$ cat src/hdl/sfs_pkg.sv
// Constants shared by the standby fail-safe supervisor and its register store.
// Assumes a 10 MHz system clock and 8-bit register offsets from the SMBus slave engine.
package sfs_pkg;
   localparam logic [7:0]  SFS_ADDR_ADAPT_ONE   = 8'h36;
   localparam logic [7:0]  SFS_ADDR_BOARD_TEST  = 8'h6F;
   localparam int          SFS_STBY_OPT_BIT     = 1;
   localparam int          SFS_BOARD_TEST_BIT   = 0;
   localparam logic [7:0]  SFS_ADAPT_ONE_RESET  = 8'h00;
   localparam logic [7:0]  SFS_BOARD_TEST_RESET = 8'h00;
   localparam logic [7:0]  SFS_UNMAPPED_READ    = 8'h00;
   localparam int unsigned SFS_CLK_FREQ_KHZ     = 10000;
   localparam int unsigned SFS_FAILSAFE_MS      = 4600;
   // Longest time, so the product is taken as is and never rounded up.
   localparam int unsigned SFS_FAILSAFE_CYCLES  = SFS_FAILSAFE_MS * SFS_CLK_FREQ_KHZ;
   localparam int          SFS_FS_CNT_W         = 26;
   localparam int          SFS_THERMAL_EVENT_PIN_TMR_W      = 16;

   typedef enum logic [1:0] {
      SFS_POLL   = 2'b00,
      SFS_COUNT  = 2'b01,
      SFS_FULL   = 2'b11,
      SFS_NORMAL = 2'b10
   } sfs_fs_state_t;
endpackage

$ cat src/hdl/sfs_regmem.sv
// Register store for the two supervisor registers, with registered read data.
// Assumes single-cycle write and read strobes from the SMBus slave engine.
`timescale 1ns/100ps
module sfs_regmem
   import sfs_pkg::*;
(
   input  wire logic       clk,
   input  wire logic       rst_n,
   input  wire logic       ce,
   input  wire logic       load_dflt,
   input  wire logic       wr,
   input  wire logic       rd,
   input  wire logic [7:0] addr,
   input  wire logic [7:0] wdata,
   output logic      [7:0] rdata,
   output logic      [7:0] adapt_one,
   output logic      [7:0] board_test
);
   logic [7:0] adapt_q, adapt_d;
   logic [7:0] test_q,  test_d;
   logic [7:0] rdata_q, rdata_d;

   always_comb begin
      adapt_d = adapt_q;
      test_d  = test_q;
      rdata_d = rdata_q;
      // Defaults win over a write in the same cycle, since the write predates the load.
      if (load_dflt) begin
         adapt_d = SFS_ADAPT_ONE_RESET;
         test_d  = SFS_BOARD_TEST_RESET;
      end else if (wr) begin
         if (addr == SFS_ADDR_ADAPT_ONE) adapt_d = wdata;
         if (addr == SFS_ADDR_BOARD_TEST) test_d = wdata;
      end
      if (rd) begin
         case (addr)
            SFS_ADDR_ADAPT_ONE:  rdata_d = adapt_q;
            SFS_ADDR_BOARD_TEST: rdata_d = test_q;
            default:             rdata_d = SFS_UNMAPPED_READ;
         endcase
      end
   end

   always_ff @(posedge clk or negedge rst_n) begin
      if (!rst_n) begin
         adapt_q <= SFS_ADAPT_ONE_RESET;
         test_q  <= SFS_BOARD_TEST_RESET;
         rdata_q <= SFS_UNMAPPED_READ;
      end else if (ce) begin
         adapt_q <= adapt_d;
         test_q  <= test_d;
         rdata_q <= rdata_d;
      end
   end

   assign rdata      = rdata_q;
   assign adapt_one  = adapt_q;
   assign board_test = test_q;
endmodule

$ cat src/hdl/sfs_supervisor.sv
// Standby core-rail protection, power-on fail-safe fan timer and board test enable.
// Assumes an SMBus slave engine in front that decodes transactions into register
// strokes and an address-match pulse, and an analog front end with limit comparators.
`timescale 1ns/100ps
////////////////////////////////////////////////////////////////////////////////
module sfs_supervisor
   import sfs_pkg::*;
#(
   parameter int unsigned FAILSAFE_CYCLES = SFS_FAILSAFE_CYCLES
)
(
   input  wire logic                       CLK_SYS,
   input  wire logic                       RST_N,
   input  wire logic                       CE,
   input  wire logic                       REG_WR,
   input  wire logic                       REG_RD,
   input  wire logic [7:0]                 REG_ADDR,
   input  wire logic [7:0]                 REG_WDATA,
   output logic      [7:0]                 REG_RDATA,
   input  wire logic                       ADDR_MATCH,
   input  wire logic                       ADDR_ACK,
   input  wire logic                       ON_STANDBY,
   input  wire logic                       CORE_RAIL_BELOW_LOW,
   input  wire logic                       CORE_RAIL_ABOVE_POLL,
   input  wire logic                       CORE_ALERT_EN,
   input  wire logic                       CORE_FLAG_CLR,
   input  wire logic                       THERMAL_EVENT_PIN_EVENT_N,
   input  wire logic                       SHUTDOWN_REQ,
   input  wire logic                       SMBALERT_N_I,
   output logic                            SMBALERT_N_O,
   output logic                            SMBALERT_OE,
   output logic                            CORE_RAIL_FLAG,
   output logic                            STBY_PROTECT,
   output logic [SFS_THERMAL_EVENT_PIN_TMR_W-1:0]      THERMAL_EVENT_PIN_TIMER,
   output logic                            DYN_FAN_START_TEMPERATURE_ALLOW,
   output logic                            SHUTDOWN_ENTER,
   output logic                            BOARD_TEST_EN,
   output logic                            FANS_FULL,
   output logic                            LOAD_DEFAULTS,
   output logic                            NORMAL_OP
);
   localparam logic [SFS_FS_CNT_W-1:0] FS_LAST = SFS_FS_CNT_W'(FAILSAFE_CYCLES - 1);

   logic [7:0]                 adapt_one, board_test;
   logic                       addressed;
   logic                       prot_q, prot_d, flag_q, flag_d;
   logic [SFS_THERMAL_EVENT_PIN_TMR_W-1:0] ttmr_q, ttmr_d;
   sfs_fs_state_t              fs_q, fs_d;
   logic [SFS_FS_CNT_W-1:0]    cnt_q, cnt_d;
   logic                       full_q, full_d, load_q, load_d;

   ////////////////////////////////////////////////////////////////////////////
   sfs_regmem u_regmem (
      .clk        (CLK_SYS),
      .rst_n      (RST_N),
      .ce         (CE),
      .load_dflt  (load_q),
      .wr         (REG_WR),
      .rd         (REG_RD),
      .addr       (REG_ADDR),
      .wdata      (REG_WDATA),
      .rdata      (REG_RDATA),
      .adapt_one  (adapt_one),
      .board_test (board_test)
   );

   // Traffic for other slaves never qualifies, so a busy bus cannot hide a hung host.
   assign addressed     = ADDR_MATCH & ADDR_ACK;
   assign BOARD_TEST_EN = board_test[SFS_BOARD_TEST_BIT];

   ////////////////////////////////////////////////////////////////////////////
   always_comb begin
      prot_d = adapt_one[SFS_STBY_OPT_BIT] & ON_STANDBY & CORE_RAIL_BELOW_LOW;
      flag_d = flag_q;
      if (CORE_FLAG_CLR) flag_d = 1'b0;
      // Set beats clear so an entry in the clearing cycle is not lost.
      if (prot_d && !prot_q) flag_d = 1'b1;
      ttmr_d = ttmr_q;
      // The timer freezes rather than clears, so sleep time never counts as heat.
      if (!prot_q && !THERMAL_EVENT_PIN_EVENT_N && ttmr_q != '1) begin
         ttmr_d = ttmr_q + SFS_THERMAL_EVENT_PIN_TMR_W'(1);
      end
   end

   always_ff @(posedge CLK_SYS or negedge RST_N) begin
      if (!RST_N) begin
         prot_q <= 1'b0;
         flag_q <= 1'b0;
         ttmr_q <= '0;
      end else if (CE) begin
         prot_q <= prot_d;
         flag_q <= flag_d;
         ttmr_q <= ttmr_d;
      end
   end

   assign STBY_PROTECT   = prot_q;
   assign CORE_RAIL_FLAG = flag_q;
   assign THERMAL_EVENT_PIN_TIMER    = ttmr_q;
   assign DYN_FAN_START_TEMPERATURE_ALLOW = !prot_q;
   assign SHUTDOWN_ENTER = SHUTDOWN_REQ & !prot_q;
   // Open-drain alert: driven low only, released otherwise.
   assign SMBALERT_OE    = flag_q & CORE_ALERT_EN;
   assign SMBALERT_N_O   = 1'b0;

   ////////////////////////////////////////////////////////////////////////////
   always_comb begin
      fs_d   = fs_q;
      cnt_d  = cnt_q;
      full_d = full_q;
      load_d = 1'b0;
      case (fs_q)
         SFS_POLL: begin
            if (addressed) begin
               fs_d   = SFS_NORMAL;
               load_d = 1'b1;
            end else if (CORE_RAIL_ABOVE_POLL) begin
               fs_d = SFS_COUNT;
            end
         end
         SFS_COUNT: begin
            if (addressed) begin
               fs_d   = SFS_NORMAL;
               load_d = 1'b1;
            end else if (cnt_q == FS_LAST) begin
               fs_d   = SFS_FULL;
               full_d = 1'b1;
            end else begin
               cnt_d = cnt_q + SFS_FS_CNT_W'(1);
            end
         end
         SFS_FULL: begin
            if (addressed) begin
               fs_d   = SFS_NORMAL;
               full_d = 1'b0;
               load_d = 1'b1;
            end
         end
         SFS_NORMAL: fs_d = SFS_NORMAL;
         default: begin
            fs_d   = SFS_POLL;
            full_d = 1'b0;
         end
      endcase
   end

   always_ff @(posedge CLK_SYS or negedge RST_N) begin
      if (!RST_N) begin
         fs_q   <= SFS_POLL;
         cnt_q  <= '0;
         full_q <= 1'b0;
         load_q <= 1'b0;
      end else if (CE) begin
         fs_q   <= fs_d;
         cnt_q  <= cnt_d;
         full_q <= full_d;
         load_q <= load_d;
      end
   end

   assign FANS_FULL     = full_q;
   assign LOAD_DEFAULTS = load_q;
   assign NORMAL_OP     = (fs_q == SFS_NORMAL);

   ////////////////////////////////////////////////////////////////////////////
   prot_entry_a: assert property (@(posedge CLK_SYS) disable iff (!RST_N)
      CE && adapt_one[SFS_STBY_OPT_BIT] && ON_STANDBY && CORE_RAIL_BELOW_LOW |=> prot_q)
      else $error("Protection not entered on low core rail.");
   core_flag_a: assert property (@(posedge CLK_SYS) disable iff (!RST_N)
      $rose(prot_q) |-> flag_q)
      else $error("Core rail flag missing on entry.");
   alert_drive_a: assert property (@(posedge CLK_SYS) disable iff (!RST_N)
      $rose(prot_q) && CORE_ALERT_EN |-> SMBALERT_OE && !SMBALERT_N_O)
      else $error("Alert not driven on entry.");
   thermal_event_pin_hold_a: assert property (@(posedge CLK_SYS) disable iff (!RST_N)
      prot_q |=> $stable(ttmr_q))
      else $error("Thermal timer moved during protection.");
   fan_start_temperature_freeze_a: assert property (@(posedge CLK_SYS) disable iff (!RST_N)
      prot_q |-> !DYN_FAN_START_TEMPERATURE_ALLOW)
      else $error("Fan-start adjustment allowed during protection.");
   no_shutdown_a: assert property (@(posedge CLK_SYS) disable iff (!RST_N)
      prot_q && SHUTDOWN_REQ |-> !SHUTDOWN_ENTER)
      else $error("Shutdown entered during protection.");
   resume_a: assert property (@(posedge CLK_SYS) disable iff (!RST_N)
      CE && !CORE_RAIL_BELOW_LOW |=> !prot_q && DYN_FAN_START_TEMPERATURE_ALLOW)
      else $error("Protection held after rail recovery.");
   board_test_a: assert property (@(posedge CLK_SYS) disable iff (!RST_N)
      CE && REG_WR && !load_q && REG_ADDR == SFS_ADDR_BOARD_TEST && REG_WDATA[0]
      |=> BOARD_TEST_EN)
      else $error("Board test not enabled by write.");
   poll_default_a: assert property (@(posedge CLK_SYS) disable iff (!RST_N)
      CE && fs_q == SFS_POLL && addressed |=> LOAD_DEFAULTS && NORMAL_OP && !FANS_FULL)
      else $error("Defaults not loaded from poll.");
   timeout_full_a: assert property (@(posedge CLK_SYS) disable iff (!RST_N)
      CE && fs_q == SFS_COUNT && cnt_q == FS_LAST && !addressed |=> FANS_FULL)
      else $error("Fans not forced full at timeout.");
   failsafe_stop_a: assert property (@(posedge CLK_SYS) disable iff (!RST_N)
      CE && fs_q == SFS_FULL && addressed
      |=> (!FANS_FULL && LOAD_DEFAULTS) and (CE |=> !LOAD_DEFAULTS))
      else $error("Fail-safe not released by addressing.");
   early_addr_a: assert property (@(posedge CLK_SYS) disable iff (!RST_N)
      CE && fs_q == SFS_COUNT && addressed |=> NORMAL_OP && !FANS_FULL && LOAD_DEFAULTS)
      else $error("Early addressing did not start normal operation.");
   foreign_addr_a: assert property (@(posedge CLK_SYS) disable iff (!RST_N)
      CE && fs_q == SFS_COUNT && !ADDR_ACK |=> !NORMAL_OP)
      else $error("Unacknowledged traffic stopped the countdown.");
   count_step_a: assert property (@(posedge CLK_SYS) disable iff (!RST_N)
      CE && fs_q == SFS_COUNT && !addressed && cnt_q != FS_LAST
      |=> cnt_q == $past(cnt_q) + SFS_FS_CNT_W'(1))
      else $error("Fail-safe counter did not advance.");
endmodule

$ cat config.mk
export PLATFORM = sky130hd
export DESIGN_NAME = sfs_supervisor
export DESIGN_NICKNAME = d
export VERILOG_FILES = /design/src/hdl/sfs_pkg.sv /design/src/hdl/sfs_regmem.sv /design/src/hdl/sfs_supervisor.sv
export SDC_FILE = /design/constraint.sdc
export NUM_CORES = 1
export LEC_CHECK = 0
export ABC_CLOCK_PERIOD_IN_PS = 4470
export BUFFER_PORTS_ARGS = -buffer_cell sky130_fd_sc_hd__buf_2
export CORE_AREA = 8 8 89 91
export CTS_CLUSTER_SIZE = 24
export DETAILED_ROUTE_END_ITERATION = 10
export DIE_AREA = 0 0 97 99
export PLACE_DENSITY = 0.8
export SETUP_SLACK_MARGIN = 0.15
export SLEW_MARGIN = 30
export SYNTH_ARGS = -nofsm -noshare
export SYNTH_HDL_FRONTEND = slang
export SYNTH_SLANG_ARGS = --single-unit
$ cat constraint.sdc
create_clock -name CLK_SYS -period 4.47 [get_ports CLK_SYS]
set_clock_uncertainty 0.05 [all_clocks]
set_input_delay 0.6705 -clock CLK_SYS [delete_from_list [all_inputs] [get_ports CLK_SYS]]
set_output_delay 0.6705 -clock CLK_SYS [all_outputs]
set_load 0.05 [all_outputs]
=== After elaboration in Yosys (flattened, before gate mapping) ===
Cells that the tools add are included.

* Register bits: 72
* Bits in latches: 0
* Memory bits (writable): 0
* ROM bits: 0
* Input bits: 31
* Output and inout bits: 34
* Word-level logic and storage cells: 72
* Memories kept: 0

* Add/sub/neg operators: 2
* Multipliers: 0
* Div/mod/pow operators: 0
* Order comparisons: 0
* Equality and inequality tests: 12
* Shift operators: 0
* Multiplexer cells: 21
* Bitwise operators: 7
* Reduce and logical (&&, ||, !) cells: 20

{| class="wikitable"
|+ Operators by type and width
! cell !! number
|-
| 8-bit 2-to-1 mux || 6
|-
| 26-bit by 1-bit adder with 26-bit output (second input constant) || 1
|-
| 26-bit equality test (second input constant) || 1
|-
| 16-bit by 1-bit adder with 16-bit output (second input constant) || 1
|-
| 16-bit != test (second input constant) || 1
|-
| 8-bit case mux with 2 select lines || 1
|-
| 2-bit 2-to-1 mux || 5
|-
| 2-bit nonzero test || 5
|-
| 8-bit by 6-bit equality test with 1-bit output (second input constant) || 1
|-
| 8-bit by 7-bit equality test with 1-bit output (second input constant) || 1
|-
| 2-bit case mux with 4 select lines || 1
|-
| 4-bit AND reduction || 2
|-
| 1-bit 2-to-1 mux || 7
|-
| 2-bit != test (second input constant) || 3
|-
| 3-bit != test (second input constant) || 2
|-
| 2-bit AND reduction || 3
|-
| 3-bit AND reduction || 2
|-
| 1-bit AND || 5
|-
| 5-bit AND reduction || 1
|-
| 2-bit equality test (second input constant) || 2
|-
| 1-bit logical AND || 3
|-
| 3-bit OR reduction || 1
|-
| 2-bit by 1-bit equality test with 1-bit output (second input constant) || 1
|-
| 1-bit logical NOT || 2
|-
| other kinds (3) || 4
|}

=== Logic depth before layout (Yosys ltp) ===
* Depth after elaboration: 5
* Gate-level depth with buffers: 7
* Depth with buffers taken out: 6

=== Cells and area by module ===
Synthesis repeated with hierarchy kept, for this count alone.

* Cells, all modules: 357
* Area total of the unflattened synthesis: 3663.5 um^2

{| class="wikitable"
|+ By module, submodules not included
! module !! times used !! cells an instance !! area each (um^2)
|-
| sfs_supervisor || 1 || 218 || 2307.2
|-
| sfs_regmem || 1 || 139 || 1356.3
|}

=== Worst setup path before layout ===
No wires, ideal clock.

* Kind: input-to-reg
* Start point: in REG_ADDR[7]
* End point: reg u_regmem.test_q[0] (netlist: u_regmem.board_test[0])
* Library setup time: 0.125 ns
* Arrival: 2.001 ns
* Setup slack: 2.295 ns
* Cell stages on the path: 6
* Path buffers: 1
* Cells stage by stage: nand4b_1 nor2_1 a21oi_1 nor2b_1 buf_2 mux2_2

* Longest elaborated chain between the ends: 3

{| class="wikitable"
|+ Ends and longest elaborated chain
! item !! RTL line !! RTL
|-
| from (decl) || sfs_supervisor.sv:17 || <nowiki>input wire logic [7:0] REG_ADDR,</nowiki>
|-
| 8-bit by 7-bit equality test with 1-bit output || sfs_regmem.sv:33 || <nowiki>if (addr == SFS_ADDR_BOARD_TEST) test_d = wdata;</nowiki>
|-
| 2-bit nonzero test (no source line) || - ||
|-
| 3-bit AND reduction (no source line) || - ||
|-
| to (signal assigned) || sfs_regmem.sv:51 || <nowiki>test_q <= test_d;</nowiki>
|-
| to (decl) || sfs_regmem.sv:20 || <nowiki>logic [7:0] test_q, test_d;</nowiki>
|}

Every way passes these cells.
A chain may end at the register's enable or synchronous reset.

=== Worst setup path in the final report ===
* Start point: in REG_ADDR[7]
* End point: reg u_regmem.test_q[6] (netlist: u_regmem.board_test[6])

Same word-level chain as after synthesis.

==> flow_metrics.tcl <==
set metrics [dict create \
    pin_count_of_the_biggest_net_entering_global_routing 48 \
    worstPathBufferInverterCount 1 \
    power_frac_comb_pct 16.4 \
    antenna_left 0 \
    wire_per_inst_um 15.1 \
    slew_violations 0 \
    worst_skew_pair.late_latency_ns 0.34 \
    die_w_um 97 \
    post_dp_hpwl_um 4940 \
    finalInstanceArea_mm2 0.00388 \
    clk_root_buffer_cell "sky130_fd_sc_hd__clkbuf_8" \
    synth-seq-cells 72 \
    layout_worst_path_cycle_share_pct 59.2 \
    detailed_place.area_mm2 0.00369 \
    fillCellCount 541 \
    num_rows 30 \
    run_status "finished, final reports clean" \
    via_per_inst 5.41 \
    final_util_pct 59.1 \
    slew-limit-headroom_pct 47.7 \
    path_clk_slew_ns 0.07 \
    arrival_ns 2.82 \
    core_box_area_mm2 0.00657 \
    cts-buffers-inserted 9 \
    async_flop_share_pct 100 \
    ys_warn_count 0 \
    clock_sink_count 72 \
    switching_part_of_the_total_power_pct 30.8 \
    finalHoldViolations 0 \
    route.top_layer_used "met4" \
    wirelength_met1_um 2950 \
    synth_area_mm2 0.00330 \
    top_level_ports 65 \
    path_delay_family "simple AND/OR/NAND/NOR gates" \
    cpMaxStageDelayCell "sky130_fd_sc_hd__nor2b_1" \
    gpl.final_weighted_congestion 0.771 \
    peakVddDrop_mv 0.195 \
    pwr-share-clk_pct 33.8 \
    route.met3.wl_um 347 \
    cts_setup_buffers 0 \
    synth_top_cell_area_share_pct 54.5 \
    number_of_resized_instances_in_the_post_cts_repair_step 0 \
    flow.area_growth_from_synthesis_pct 17.5 \
    cpPeakStageDelay_ns 0.64 \
    synth-edff-count 0 \
    worstPathCellList "buf_2 > nand4b_1 > nor2_1 > a21oi_1 > nor2b_1 > mux2_2" \
    grt_overflow_total 0 \
    met2_length_um 3350 \
    postSynthNetCount 330 \
    final_period_minus_worst_setup_slack_ns 2.64 \
    max-cap-violations 0 \
    fp.dieH_um 99 \
    post-synth-top-count-cell "sky130_fd_sc_hd__dfrtp_1" \
    grt_first_pass_wirelength_um 11600 \
    p_leak_nw 1.95 \
    detailroute.via_count 2433 \
    setup_viol 0 \
    p_seq_share_pct 49.8 \
    netlist-cell-type-count 41 \
    global_routing_usage_summed_across_all_routing_layers_pct 14.8 \
    drt_iter0_markers 82 \
    cp_data_required_time_ns 4.64 \
    reported_net_switching_power_mw 0.449 \
    power_mw 1.46 \
    fmax_mhz 378 \
    worst_setup_path_end_kind "flip-flop" \
    initial_antenna_violation_count 0 \
    ctsLongestPathBuffers 2 \
    grt_pass1_vias 2501 \
    ys_top_cells_by_count "sky130_fd_sc_hd__dfrtp_1 (72), sky130_fd_sc_hd__nand2_1 (27), sky130_fd_sc_hd__xor2_1 (21)" \
    nNetsFinal 398 \
    synth.top_cells.by_area "sky130_fd_sc_hd__dfrtp_1 (55%), sky130_fd_sc_hd__mux2_2 (6.1%), sky130_fd_sc_hd__xor2_1 (5.6%), sky130_fd_sc_hd__xnor2_1 (4.0%), sky130_fd_sc_hd__nand2_1 (3.1%)" \
    totalNegativeSetupSlack_ns 0 \
    path_class "input pin to flip-flop" \
    p_int_mw 1.01 \
    port-buffer-count 62 \
    worst-slew-pin-transition_ns 0.783 \
    firstDrtPassIters 4 \
    post_synth.cell_area_avg_um2 11.1 \
    drcViolationCount 0 \
    pwrdens_mw_per_mm2 376 \
    critical_path.max_fanout 9 \
    worst_setup_path_start_kind "input pin" \
    grt_setup_unrepaired "no" \
    die_area_mm2 0.00960 \
    drive_above_1_share_pct 27.3 \
    synthesis.instances 297 \
    clock_tree.htree_level_count 3 \
    synth_seq_area_share_pct 54.5 \
    synthDominantAreaCellType "sky130_fd_sc_hd__dfrtp_1" \
    postCtsHoldBufs 0 \
    initial_standard_cell_utilization_of_the_core_pct 50.3 \
    synth_flop_cell "sky130_fd_sc_hd__dfrtp_1" \
    wirelength_um 6780 \
    diodes 0 \
    hold_path_class "input pin to async pin" \
    cts_tree "built" \
]
stage by stage:
stage | setup WS, ns | hold WS, ns | cells
after global placement | 1.58 | 0.397 | 434
final | 1.83 | 0.279 | 450
after CTS | 1.90 | 0.295 | 450
after detailed placement | 1.53 | 0.404 | 434
after floorplan | 2.29 | 0.325 | 297
after global routing | 1.76 | 0.313 | 450
layout by cell type (no fill, tap or decap), drive strengths merged, types with 2 or more instances in the layout:
| cell | Yosys | layout |
|---|---|---|
| nand2 | 27 | 27 |
| nor4 | 8 | 8 |
| and4 | 3 | 3 |
| nand4b | 2 | 2 |
| nor2b | 10 | 10 |
| inv | 8 | 8 |
| ha | 2 | 2 |
| nor3b | 2 | 2 |
| nand2b | 2 | 2 |
| nor2 | 14 | 14 |
| xnor2 | 15 | 15 |
| mux2 | 19 | 19 |
| clkinvlp | 0 | 3 |
| nor3 | 11 | 11 |
| and3 | 6 | 6 |
| nand3 | 17 | 17 |
| a21oi | 7 | 7 |
| and2 | 6 | 6 |
| xor2 | 21 | 21 |
| clkbuf | 2 | 11 |
| o21ai | 10 | 10 |
| dfrtp | 72 | 72 |
| a31oi | 2 | 2 |
| buf | 4 | 63 |
| nand4 | 9 | 9 |
| a22oi | 8 | 8 |
logic make-up (layout without fill, tap and decap cells):
family,after synthesis,count (layout),synth area share [%]
other,1,1,0.113
adders and majority gates,2,2,0.757
buffers and inverters,14,87,1.82
DFF,72,72,54.5
xor gates and xnor gates,36,36,9.54
AOI/OAI and AO/OA,33,33,6.25
muxes,19,19,6.47
and+or+nand+nor,120,120,20.5
state kept, by name (all words and copies together), names as in the netlist:
| register | flops |
|---|---|
| cnt_q | 26 |
| THERMAL_EVENT_PIN_TIMER | 16 |
| u_regmem.adapt_one | 8 |
| u_regmem.board_test | 8 |
| u_regmem.rdata | 8 |
| fs_q | 2 |
| CORE_RAIL_FLAG | 1 |
| FANS_FULL | 1 |
| LOAD_DEFAULTS | 1 |
| STBY_PROTECT | 1 |
worst reg2reg max path, delay by kind of cell, from the launching register on:
| kind | cells | cell delay, ns |
|---|---|---|
| AND/OR/NAND/NOR | 3 | 1.30 |
| multiplexers | 1 | 0.32 |
| flip-flops | 1 | 0.41 |
area by class of cell:
class                      instances  area (um2)  share of cell area [%]
sequential                        72        1800                    46.4
clock inverter                     5        57.6                    1.48
timing repair buffer              63         320                    8.25
tap                               80         100                    2.58
inverter                           8        30.0                   0.773
multi-input combinational        211        1440                    37.1
clock buffer                      11         131                    3.38
layer usage:
metal  GRT usage, %  vias to the layer above
met5              0                        -
met4           7.22                        0
li1               -                     1184
met1           17.4                     1182
met2           23.9                       54
met3           4.76                       13
final timing paths:
kind / from / end / slack, ns / cells past startpoint
setup / recovery: REG_ADDR[7] / u_regmem.board_test[6] / 1.83 / 6
hold / removal: RST_N / fs_q[0] / 0.28 / 1
setup reg to reg: cnt_q[24] / cnt_q[1] / 2.28 / 4
hold reg to reg: cnt_q[25] / cnt_q[25] / 0.42 / 1
max in group asynchronous: RST_N / cnt_q[9] / 3.33 / 2
min in group CLK_SYS: cnt_q[25] / cnt_q[25] / 0.42 / 1
power groups by stage:
| stage | Combinational, mW | Sequential, mW | Clock [mW] |
|---|---|---|---|
| 5_1_grt | 0.256 | 0.733 | 0.537 |
| 3_5_place_dp | 0.243 | 0.738 | 0 |
| 2_1_floorplan | 0.0666 | 0.833 | 0 |
| 3_3_place_gp | 0.237 | 0.737 | 0 |
| 4_1_cts | 0.244 | 0.726 | 0.508 |
| 6_report | 0.240 | 0.727 | 0.494 |
(Power assumes the default switching activity.)
